## config.mk

```make
export PLATFORM = sky130hd
export DESIGN_NAME = lofg_top
export DESIGN_NICKNAME = d
export VERILOG_FILES = /design/src/logic/lofg_pkg.sv /design/src/logic/lofg_top.sv /design/src/logic/lofg_filter.sv
export SDC_FILE = /design/constraint.sdc
export NUM_CORES = 1
export LEC_CHECK = 0
export BUFFER_PORTS_ARGS = -buffer_cell sky130_fd_sc_hd__buf_2
export CELL_PAD_IN_SITES_DETAIL_PLACEMENT = 2
export CELL_PAD_IN_SITES_GLOBAL_PLACEMENT = 2
export CORE_MARGIN = 2
export CORE_UTILIZATION = 38
export CTS_BUF_LIST = sky130_fd_sc_hd__clkbuf_16
export CTS_CLUSTER_DIAMETER = 60
export CTS_CLUSTER_SIZE = 40
export DETAILED_ROUTE_END_ITERATION = 8
export PLACE_DENSITY_LB_ADDON = 0.1
export SYNTH_ARGS = -nofsm -noshare
export SYNTH_HDL_FRONTEND = slang
export SYNTH_SLANG_ARGS = --single-unit
```

## constraint.sdc

```tcl
create_clock -name clk_sys_i -period 5.65 [get_ports clk_sys_i]
set_clock_uncertainty 0.05 [all_clocks]
set_input_delay 0.8475 -clock clk_sys_i [delete_from_list [all_inputs] [get_ports clk_sys_i]]
set_output_delay 0.8475 -clock clk_sys_i [all_outputs]
set_load 0.02 [all_outputs]
```

## src/logic/lofg_pkg.sv

```systemverilog
// constants, types and register map of the latch-off fault guard
// assumes a 125 MHz system clock and a 32-bit AXI4-Lite register bus
package lofg_pkg;
    // timing
    localparam int CLK_MHZ       = 125;
    localparam int UP_FILT_US    = 50;
    localparam int LOW_FILT_US   = 350;
    localparam int SSTART_US     = 4000;
    localparam int SS_STEPS      = 15;
    localparam int UP_FILT_CYC   = UP_FILT_US * CLK_MHZ;
    localparam int LOW_FILT_CYC  = LOW_FILT_US * CLK_MHZ;
    localparam int SS_STEP_CYC   = (SSTART_US * CLK_MHZ) / SS_STEPS;
    localparam int LEVEL_CYC     = 1;
    localparam int SS_TMR_W      = 20;
    // register map
    localparam int          ADDR_W       = 8;
    localparam logic [7:0]  OFS_CTRL     = 8'h00;
    localparam logic [7:0]  OFS_STATUS   = 8'h04;
    localparam logic [7:0]  OFS_IRQ_STAT = 8'h08;
    localparam logic [7:0]  OFS_IRQ_MASK = 8'h0C;
    localparam int          CTRL_RUN_BIT = 0;
    localparam logic        CTRL_RUN_RST = 1'h1;
    localparam int          ST_STATE_LSB = 0;
    localparam int          ST_GATE_BIT  = 3;
    localparam int          ST_BOOST_BIT = 4;
    localparam int          ST_HV_BIT    = 5;
    localparam int          ST_UPPER_BIT = 6;
    localparam int          ST_LOWER_BIT = 7;
    localparam int          IRQ_W        = 4;
    localparam int          IRQ_UPPER    = 0;
    localparam int          IRQ_LOWER    = 1;
    localparam int          IRQ_OTSD     = 2;
    localparam int          IRQ_START    = 3;
    localparam logic [3:0]  IRQ_RST      = 4'h0;
    localparam logic [3:0]  SS_TOP       = 4'hF;
    localparam logic [1:0]  RESP_OKAY    = 2'h0;
    localparam logic [1:0]  RESP_SLVERR  = 2'h2;

    typedef enum logic [2:0]
    {
        ST_WAIT   = 3'b000,
        ST_SSTART = 3'b001,
        ST_RUN    = 3'b010,
        ST_LATCH  = 3'b011,
        ST_OTSD   = 3'b100
    } lofg_state_t;

    typedef struct packed
    {
        logic upper_trip;
        logic lower_trip;
        logic vcc_on;
        logic vcc_reset;
        logic brown_out;
        logic over_temp;
    } lofg_pins_t;
endpackage

```

## src/logic/lofg_top.sv

```systemverilog
// latch-off fault guard: trip filtering, start-up gating, soft-start,
// thermal shutdown and an AXI4-Lite register slave with interrupt
// assumes asynchronous comparator and supply status pins
`timescale 1ns/1ps
`default_nettype none
module lofg_top
    import lofg_pkg::*;
#(
    parameter int UP_CYC   = lofg_pkg::UP_FILT_CYC,
    parameter int LOW_CYC  = lofg_pkg::LOW_FILT_CYC,
    parameter int STEP_CYC = lofg_pkg::SS_STEP_CYC
)
(
    input  wire logic                       clk_sys_i,
    input  wire logic                       nrst_i,
    input  wire lofg_pkg::lofg_pins_t       pins_i,
    output var  logic                       gate_drive_output_o,
    output var  logic                       boosted_bias_current_o,
    output var  logic                       hv_source_en_o,
    output var  logic                       latched_o,
    output var  logic [3:0]                 ss_setpoint_o,
    output var  logic                       irq_o,
    input  wire logic [lofg_pkg::ADDR_W-1:0] s_axi_awaddr_i,
    input  wire logic                       s_axi_awvalid_i,
    output var  logic                       s_axi_awready_o,
    input  wire logic [31:0]                s_axi_wdata_i,
    input  wire logic [3:0]                 s_axi_wstrb_i,
    input  wire logic                       s_axi_wvalid_i,
    output var  logic                       s_axi_wready_o,
    output var  logic [1:0]                 s_axi_bresp_o,
    output var  logic                       s_axi_bvalid_o,
    input  wire logic                       s_axi_bready_i,
    input  wire logic [lofg_pkg::ADDR_W-1:0] s_axi_araddr_i,
    input  wire logic                       s_axi_arvalid_i,
    output var  logic                       s_axi_arready_o,
    output var  logic [31:0]                s_axi_rdata_o,
    output var  logic [1:0]                 s_axi_rresp_o,
    output var  logic                       s_axi_rvalid_o,
    input  wire logic                       s_axi_rready_i
);
    import lofg_pkg::*;

    lofg_state_t         state_reg;
    lofg_state_t         state_next;
    logic [SS_TMR_W-1:0] tmr_reg;
    logic [SS_TMR_W-1:0] tmr_next;
    logic [3:0]          step_next;
    logic                gate_next;
    logic                boost_next;
    logic                hv_next;
    logic                up_f;
    logic                low_f;
    logic                von_f;
    logic                vrst_f;
    logic                bo_f;
    logic                otp_f;
    logic                rst_cond;
    logic                trip_clr;
    logic [IRQ_W-1:0]    ev;

    ////////////////////////////////////////////////////////////////////////
    // pin filters
    assign rst_cond = bo_f | vrst_f;
    assign trip_clr = (state_reg == ST_OTSD) | rst_cond;

    lofg_filter #(.COUNT(UP_CYC)) u_up
    (
        .clk_sys_i (clk_sys_i),
        .nrst_i    (nrst_i),
        .clr_i     (trip_clr),
        .pin_i     (pins_i.upper_trip),
        .level_o   (up_f)
    );
    lofg_filter #(.COUNT(LOW_CYC)) u_low
    (
        .clk_sys_i (clk_sys_i),
        .nrst_i    (nrst_i),
        .clr_i     (trip_clr),
        .pin_i     (pins_i.lower_trip),
        .level_o   (low_f)
    );
    lofg_filter #(.COUNT(LEVEL_CYC)) u_von
    (
        .clk_sys_i (clk_sys_i),
        .nrst_i    (nrst_i),
        .clr_i     (1'b0),
        .pin_i     (pins_i.vcc_on),
        .level_o   (von_f)
    );
    lofg_filter #(.COUNT(LEVEL_CYC)) u_vrst
    (
        .clk_sys_i (clk_sys_i),
        .nrst_i    (nrst_i),
        .clr_i     (1'b0),
        .pin_i     (pins_i.vcc_reset),
        .level_o   (vrst_f)
    );
    lofg_filter #(.COUNT(LEVEL_CYC)) u_bo
    (
        .clk_sys_i (clk_sys_i),
        .nrst_i    (nrst_i),
        .clr_i     (1'b0),
        .pin_i     (pins_i.brown_out),
        .level_o   (bo_f)
    );
    lofg_filter #(.COUNT(LEVEL_CYC)) u_otp
    (
        .clk_sys_i (clk_sys_i),
        .nrst_i    (nrst_i),
        .clr_i     (1'b0),
        .pin_i     (pins_i.over_temp),
        .level_o   (otp_f)
    );

    ////////////////////////////////////////////////////////////////////////
    // controller state, soft-start ramp and pin outputs
    logic run_bit_reg;

    always_comb
    begin
        state_next = state_reg;
        ev         = '0;
        case (state_reg)
            ST_WAIT:
                if (von_f)
                begin
                    if (up_f)
                    begin
                        state_next       = ST_LATCH;
                        ev[IRQ_UPPER]    = 1'b1;
                    end
                    else
                    begin
                        state_next       = ST_SSTART;
                        ev[IRQ_START]    = 1'b1;
                    end
                end
            ST_SSTART:
                if (up_f)
                begin
                    state_next    = ST_LATCH;
                    ev[IRQ_UPPER] = 1'b1;
                end
                else if (ss_setpoint_o == SS_TOP - 4'h1 && tmr_reg == SS_TMR_W'(STEP_CYC - 1))
                    state_next = ST_RUN;
            ST_RUN:
                if (up_f || low_f)
                begin
                    state_next    = ST_LATCH;
                    ev[IRQ_UPPER] = up_f;
                    ev[IRQ_LOWER] = ~up_f;
                end
            ST_LATCH:
                state_next = ST_LATCH;
            ST_OTSD:
                if (!otp_f)
                    state_next = ST_WAIT;
            default:
                state_next = ST_WAIT;
        endcase
        if (rst_cond && state_reg != ST_OTSD)
        begin
            state_next = ST_WAIT;
            ev         = '0;
        end
        if (otp_f)
        begin
            state_next    = ST_OTSD;
            ev            = '0;
            ev[IRQ_OTSD]  = (state_reg != ST_OTSD);
        end
        // ramp: one step each STEP_CYC, 15 steps to the limit
        tmr_next  = '0;
        step_next = 4'h0;
        if (state_next == ST_SSTART && state_reg == ST_SSTART)
        begin
            tmr_next  = tmr_reg + SS_TMR_W'(1);
            step_next = ss_setpoint_o;
            if (tmr_reg == SS_TMR_W'(STEP_CYC - 1))
            begin
                tmr_next  = '0;
                step_next = ss_setpoint_o + 4'h1;
            end
        end
        else if (state_next == ST_RUN)
            step_next = SS_TOP;
        gate_next  = run_bit_reg && (state_next == ST_SSTART || state_next == ST_RUN);
        boost_next = (state_next == ST_SSTART);
        hv_next    = (state_next != ST_OTSD);
    end

    always_ff @(posedge clk_sys_i or negedge nrst_i)
    begin
        if (!nrst_i)
        begin
            state_reg              <= ST_WAIT;
            tmr_reg                <= '0;
            ss_setpoint_o          <= 4'h0;
            gate_drive_output_o    <= 1'b0;
            boosted_bias_current_o <= 1'b0;
            hv_source_en_o         <= 1'b1;
            latched_o              <= 1'b0;
        end
        else
        begin
            state_reg              <= state_next;
            tmr_reg                <= tmr_next;
            ss_setpoint_o          <= step_next;
            gate_drive_output_o    <= gate_next;
            boosted_bias_current_o <= boost_next;
            hv_source_en_o         <= hv_next;
            latched_o              <= (state_next == ST_LATCH);
        end
    end

    ////////////////////////////////////////////////////////////////////////
    // AXI4-Lite slave and interrupt registers
    logic [ADDR_W-1:0] aw_addr_reg;
    logic [ADDR_W-1:0] aw_addr_next;
    logic              aw_held_reg;
    logic              aw_held_next;
    logic [31:0]       w_data_reg;
    logic [31:0]       w_data_next;
    logic              w_be0_reg;
    logic              w_be0_next;
    logic              w_held_reg;
    logic              w_held_next;
    logic              bvalid_next;
    logic [1:0]        bresp_next;
    logic              rvalid_next;
    logic [31:0]       rdata_next;
    logic [1:0]        rresp_next;
    logic              run_bit_next;
    logic [IRQ_W-1:0]  stat_reg;
    logic [IRQ_W-1:0]  stat_next;
    logic [IRQ_W-1:0]  mask_reg;
    logic [IRQ_W-1:0]  mask_next;
    logic [IRQ_W-1:0]  w1c;
    logic [31:0]       status_word;

    always_comb
    begin
        status_word                             = 32'h0;
        status_word[ST_STATE_LSB +: 3]          = state_reg;
        status_word[ST_GATE_BIT]                = gate_drive_output_o;
        status_word[ST_BOOST_BIT]               = boosted_bias_current_o;
        status_word[ST_HV_BIT]                  = hv_source_en_o;
        status_word[ST_UPPER_BIT]               = up_f;
        status_word[ST_LOWER_BIT]               = low_f;
        aw_held_next = aw_held_reg | (s_axi_awvalid_i & s_axi_awready_o);
        aw_addr_next = (s_axi_awvalid_i & s_axi_awready_o) ? s_axi_awaddr_i : aw_addr_reg;
        w_held_next  = w_held_reg | (s_axi_wvalid_i & s_axi_wready_o);
        w_data_next  = (s_axi_wvalid_i & s_axi_wready_o) ? s_axi_wdata_i : w_data_reg;
        w_be0_next   = (s_axi_wvalid_i & s_axi_wready_o) ? s_axi_wstrb_i[0] : w_be0_reg;
        bvalid_next  = s_axi_bvalid_o & ~s_axi_bready_i;
        bresp_next   = s_axi_bresp_o;
        run_bit_next = run_bit_reg;
        mask_next    = mask_reg;
        w1c          = '0;
        if (aw_held_next && w_held_next && !s_axi_bvalid_o)
        begin
            aw_held_next = 1'b0;
            w_held_next  = 1'b0;
            bvalid_next  = 1'b1;
            bresp_next   = RESP_OKAY;
            if (aw_addr_next == OFS_CTRL)
            begin
                if (w_be0_next)
                    run_bit_next = w_data_next[CTRL_RUN_BIT];
            end
            else if (aw_addr_next == OFS_IRQ_STAT)
            begin
                if (w_be0_next)
                    w1c = w_data_next[IRQ_W-1:0];
            end
            else if (aw_addr_next == OFS_IRQ_MASK)
            begin
                if (w_be0_next)
                    mask_next = w_data_next[IRQ_W-1:0];
            end
            else if (aw_addr_next != OFS_STATUS)
                bresp_next = RESP_SLVERR;
        end
        stat_next   = (stat_reg & ~w1c) | ev;
        rvalid_next = s_axi_rvalid_o & ~s_axi_rready_i;
        rdata_next  = s_axi_rdata_o;
        rresp_next  = s_axi_rresp_o;
        if (s_axi_arvalid_i && s_axi_arready_o)
        begin
            rvalid_next = 1'b1;
            rresp_next  = RESP_OKAY;
            rdata_next  = 32'h0;
            if (s_axi_araddr_i == OFS_CTRL)
                rdata_next[CTRL_RUN_BIT] = run_bit_reg;
            else if (s_axi_araddr_i == OFS_STATUS)
                rdata_next = status_word;
            else if (s_axi_araddr_i == OFS_IRQ_STAT)
                rdata_next[IRQ_W-1:0] = stat_reg;
            else if (s_axi_araddr_i == OFS_IRQ_MASK)
                rdata_next[IRQ_W-1:0] = mask_reg;
            else
                rresp_next = RESP_SLVERR;
        end
    end

    always_ff @(posedge clk_sys_i or negedge nrst_i)
    begin
        if (!nrst_i)
        begin
            aw_addr_reg     <= '0;
            aw_held_reg     <= 1'b0;
            w_data_reg      <= 32'h0;
            w_be0_reg       <= 1'b0;
            w_held_reg      <= 1'b0;
            s_axi_awready_o <= 1'b0;
            s_axi_wready_o  <= 1'b0;
            s_axi_bvalid_o  <= 1'b0;
            s_axi_bresp_o   <= RESP_OKAY;
            s_axi_arready_o <= 1'b0;
            s_axi_rvalid_o  <= 1'b0;
            s_axi_rdata_o   <= 32'h0;
            s_axi_rresp_o   <= RESP_OKAY;
            run_bit_reg     <= CTRL_RUN_RST;
            stat_reg        <= IRQ_RST;
            mask_reg        <= IRQ_RST;
            irq_o           <= 1'b0;
        end
        else
        begin
            aw_addr_reg     <= aw_addr_next;
            aw_held_reg     <= aw_held_next;
            w_data_reg      <= w_data_next;
            w_be0_reg       <= w_be0_next;
            w_held_reg      <= w_held_next;
            s_axi_awready_o <= ~aw_held_next & ~bvalid_next;
            s_axi_wready_o  <= ~w_held_next & ~bvalid_next;
            s_axi_bvalid_o  <= bvalid_next;
            s_axi_bresp_o   <= bresp_next;
            s_axi_arready_o <= ~rvalid_next;
            s_axi_rvalid_o  <= rvalid_next;
            s_axi_rdata_o   <= rdata_next;
            s_axi_rresp_o   <= rresp_next;
            run_bit_reg     <= run_bit_next;
            stat_reg        <= stat_next;
            mask_reg        <= mask_next;
            irq_o           <= |(stat_next & mask_next);
        end
    end
endmodule
`default_nettype wire

```

## src/logic/lofg_filter.sv

```systemverilog
// three-stage synchroniser and persistence filter for one pin
// assumes an asynchronous pin; output rises after COUNT stable high samples
`timescale 1ns/1ps
`default_nettype none
module lofg_filter
#(
    parameter int COUNT = 1
)
(
    input  wire logic clk_sys_i,
    input  wire logic nrst_i,
    input  wire logic clr_i,
    input  wire logic pin_i,
    output var  logic level_o
);
    import lofg_pkg::*;
    localparam int CW = $clog2(COUNT + 1);

    logic          s1_reg;
    logic          s2_reg;
    logic          s3_reg;
    logic [CW-1:0] cnt_reg;
    logic [CW-1:0] cnt_next;
    logic          lvl_next;

    ////////////////////////////////////////////////////////////////////////
    // persistence count: second and third stage must agree
    always_comb
    begin
        cnt_next = cnt_reg;
        if (clr_i || (!s2_reg && !s3_reg))
            cnt_next = '0;
        else if (s2_reg && s3_reg && cnt_reg != CW'(COUNT))
            cnt_next = cnt_reg + CW'(1);
        lvl_next = (cnt_next == CW'(COUNT));
    end

    always_ff @(posedge clk_sys_i or negedge nrst_i)
    begin
        if (!nrst_i)
        begin
            s1_reg  <= 1'b0;
            s2_reg  <= 1'b0;
            s3_reg  <= 1'b0;
            cnt_reg <= '0;
            level_o <= 1'b0;
        end
        else
        begin
            s1_reg  <= pin_i;
            s2_reg  <= s1_reg;
            s3_reg  <= s2_reg;
            cnt_reg <= cnt_next;
            level_o <= lvl_next;
        end
    end
endmodule
`default_nettype wire

```

==> metrics.md <==
| Metric | Value |
|---|---|
| GRT Resource Usage Total | 0.206 |
| Dominant synthesized flop cell | dfrtp_1 |
| RSZ-0062 raised after global routing | false |
| Number of setup violations in the final report | 0 |
| Sequential element share of the synthesized area | 0.529 |
| Post-synth ARST share | 1.00 |
| Final instance area | 6870 um^2 |
| Root Buffer Master | clkbuf_16 |
| Global route overflow | 0 |
| Slew @ Worst Pin | 975 ps |
| ANT cells | 0 |
| Worst r2r dst | irq_o |
| Outcome | complete, no violations |
| # rows | 45 |
| Number of synthesized flops with an enable pin | 0 |
| Highest clock rate | 317 MHz |
| Vias per cell | 5.30 |
| Max H-tree Level | 4 |
| Core Box Area | 15100 um^2 |
| Met2 usage | 0.356 |
| Vias in the first global route | 4952 |
| Yosys warns | 0 |
| Worst EP arrival | 3410 ps |
| RR Startpoint | aw_addr_reg[5] |
| Hold path start | u_otp.s1_reg |
| Chip Width | 128 um |
| Gpl congestion | 0.812 |
| Worst setup path class | in -> reg |
| Layout cell share with drive strength beyond 1 | 0.184 |
| Ranking of synthesized cells by area | dfrtp_1 (52%), nor2_1 (4.2%), buf_4 (3.3%) |
| Largest area contributor in the netlist | dfrtp_1 |
| Post-place instance area | around 6300 um^2 |
| Area delta synth->final | 17.0% |
| CTS resizes | 0 |
| Hold Fails Final Rpt | 0 |
| Max-cap viol count | 0 |
| Detailed Place HPWL | 10700 um |
| Global routing usage on met3 | 0.0507 |
| CTS Buf Count | 17 |
| Input/output buffers | 57 |
| Filler cells | around 1600 |
| Largest net degree at the start of global routing | 75 |
| Period utilisation layout | 0.559 |
| Via Count | approximately 4400 |
| DRT Wirelength | 15500 um |
| Worst Path Max Fanout | 5 |
| Drt drc | 0 |
| Startpoint Class | input pin |
| Post-route setup TNS | 0 ps |
| Final slew viol count | 0 |
| Synth Cell Area | 5870 um^2 |
| Routing usage on met1 | 0.258 |
| CP Cell Sequence | buf_2 -> or4_4 -> or4_4 -> a2111oi_4 -> mux2_2 -> a22o_2 -> a221o_2 |
| Worst-Skew Late Latency | 420 ps |
| Post-CTS setup buffers | 0 |
| TritonCTS clock tree | done |
| #FFs+latches synth | 124 |
| P_leak | 3.01 nW |
| Io pins | 115 |
| Endpoint class of the critical path | flip-flop |
| GR peak layer | met2 |
| Avg Synthesized Cell Area | 10.4 um^2 |
| Worst reg-to-reg setup slack | approximately 2800 ps |
| Clock slew at reported path FFs | ~50 ps |
| DR iter-0 viols | 172 |
| CTS Sinks | 124 |
| Max IR drop VDD | 0.219 mV |
| DIE HEIGHT | roughly 130 um |
| Slew HR | 0.350 |
| NumNets Final | between 700 and 800 |
| Most common cell after layout, fill and taps aside | dfrtp_1 |
| Worst Reg-to-Reg Cells | 6 |
| Tmin final | around 3200 ps |
| Multi-input gate area | 2520 um^2 |
| Power Density | 355 nW/um^2 |
| Commonest non-fill, non-tap cells in the layout | dfrtp_1 (122), nor2_1 (65), buf_2 (56) |
| CP peak stage delay | 540 ps |
| Synth top area share | 0.520 |
| Number of routed nets with antenna violations | 0 |
| CP dominant cell by count | or4_4 |
| Yosys cell types | 61 |
| Worst hold stages | 0 |
| Die area | 16500 um^2 |
| Hold Crit Endpoint | u_otp.s2_reg |
| Max reg flops | 20 |
| DRT Pass-1 Iters | 4 |
| Slowest cell on the critical path | or4_4 |
| Initial Utilization | 0.388 |
| Mapped Cells | around 560 |
| Post-DR wirelength/cell | 18.6 um |
| First-pass GRT wire length | 26400 um |
| Hold Crit Class | reg -> reg |
| Hold-fix buffers at CTS | 0 |
| Maximum clock insertion buffer count | 2 |
| Worst EP required | ~6000 ps |
| Antenna violations before repair | 0 |
| Register Area | 3110 um^2 |
cell usage after synthesis, drive strengths merged (4+ instances only):
cell type,number
a21o,4
a21oi,15
a22o,5
a31oi,6
and3,15
buf,26
clkbuf,10
dfrtp,122
ha,8
inv,28
maj3,4
mux2,14
mux2i,4
nand2,36
nand3,20
nand4,13
nor2,65
nor2b,8
nor3,15
nor4,5
nor4b,4
o21ai,21
or2,4
or3,12
or4,13
xnor2,22
xor2,15
per-layer routing:
metal	wire [um]	vias to the layer above
met5	0	-
met4	176	0
met3	452	20
met2	7980	66
met1	6920	2254
li1	-	2077
area by class of cell:
cell class              count  area share
flip-flops and latches    124       0.452
multi-input cells         400       0.367
clock buffers              17      0.0619
repair buffers             61      0.0462
well taps                 188      0.0342
clock inverters            15      0.0229
inverters                  28      0.0153
worst max-delay path: cells and delay by family:
family,cells,cell delay (ps)
mux,1,420
simple gates,2,990
buf+inv,1,100
compound gates,3,1040
worst max path at each step:
stage	start	endpoint	cells after the start
global placement	s_axi_awaddr_i[5]	irq_o	7
CTS	s_axi_awaddr_i[5]	irq_o	7
detailed placement	s_axi_awaddr_i[5]	irq_o	7
global route	s_axi_awaddr_i[5]	irq_o	7
floorplan	s_axi_awaddr_i[5]	irq_o	6
finish	s_axi_awaddr_i[5]	irq_o	7
power breakdown:
part	leakage [nW]	switching (mW)	total [mW]	internal, mW
clock	0.290	0.404	1.09	0.683
combinational	1.12	0.202	0.321	0.119
sequential	1.60	0.0554	1.03	0.978
logic make-up after synthesis:
kind of cell / count (synthesis) / share of synthesized area
buffers and inverters: 64 / 0.0575
XOR/XNOR: 37 / 0.0552
flip-flops: 124 / 0.529
AO/OA/AOI/OAI: 78 / 0.0910
AND/OR/NAND/NOR: 228 / 0.206
multiplexers: 19 / 0.0375
adder cells (fa/ha/maj): 12 / 0.0239
other: 1 / 0.000638
stage by stage:
step                      setup WS, ps  hold slack (ps)  std cells  power, mW   util
after floorplan                   2380              281        588       1.26      -
after global placement            2140              283        801       1.34  0.415
after detailed placement          2060              286        801       1.36  0.415
after CTS                         2490              298        833       2.48  0.454
after global routing              2420              304        833       2.56  0.454
final                             2490              297        833       2.44  0.454
Power figures use the tool's default switching activity.
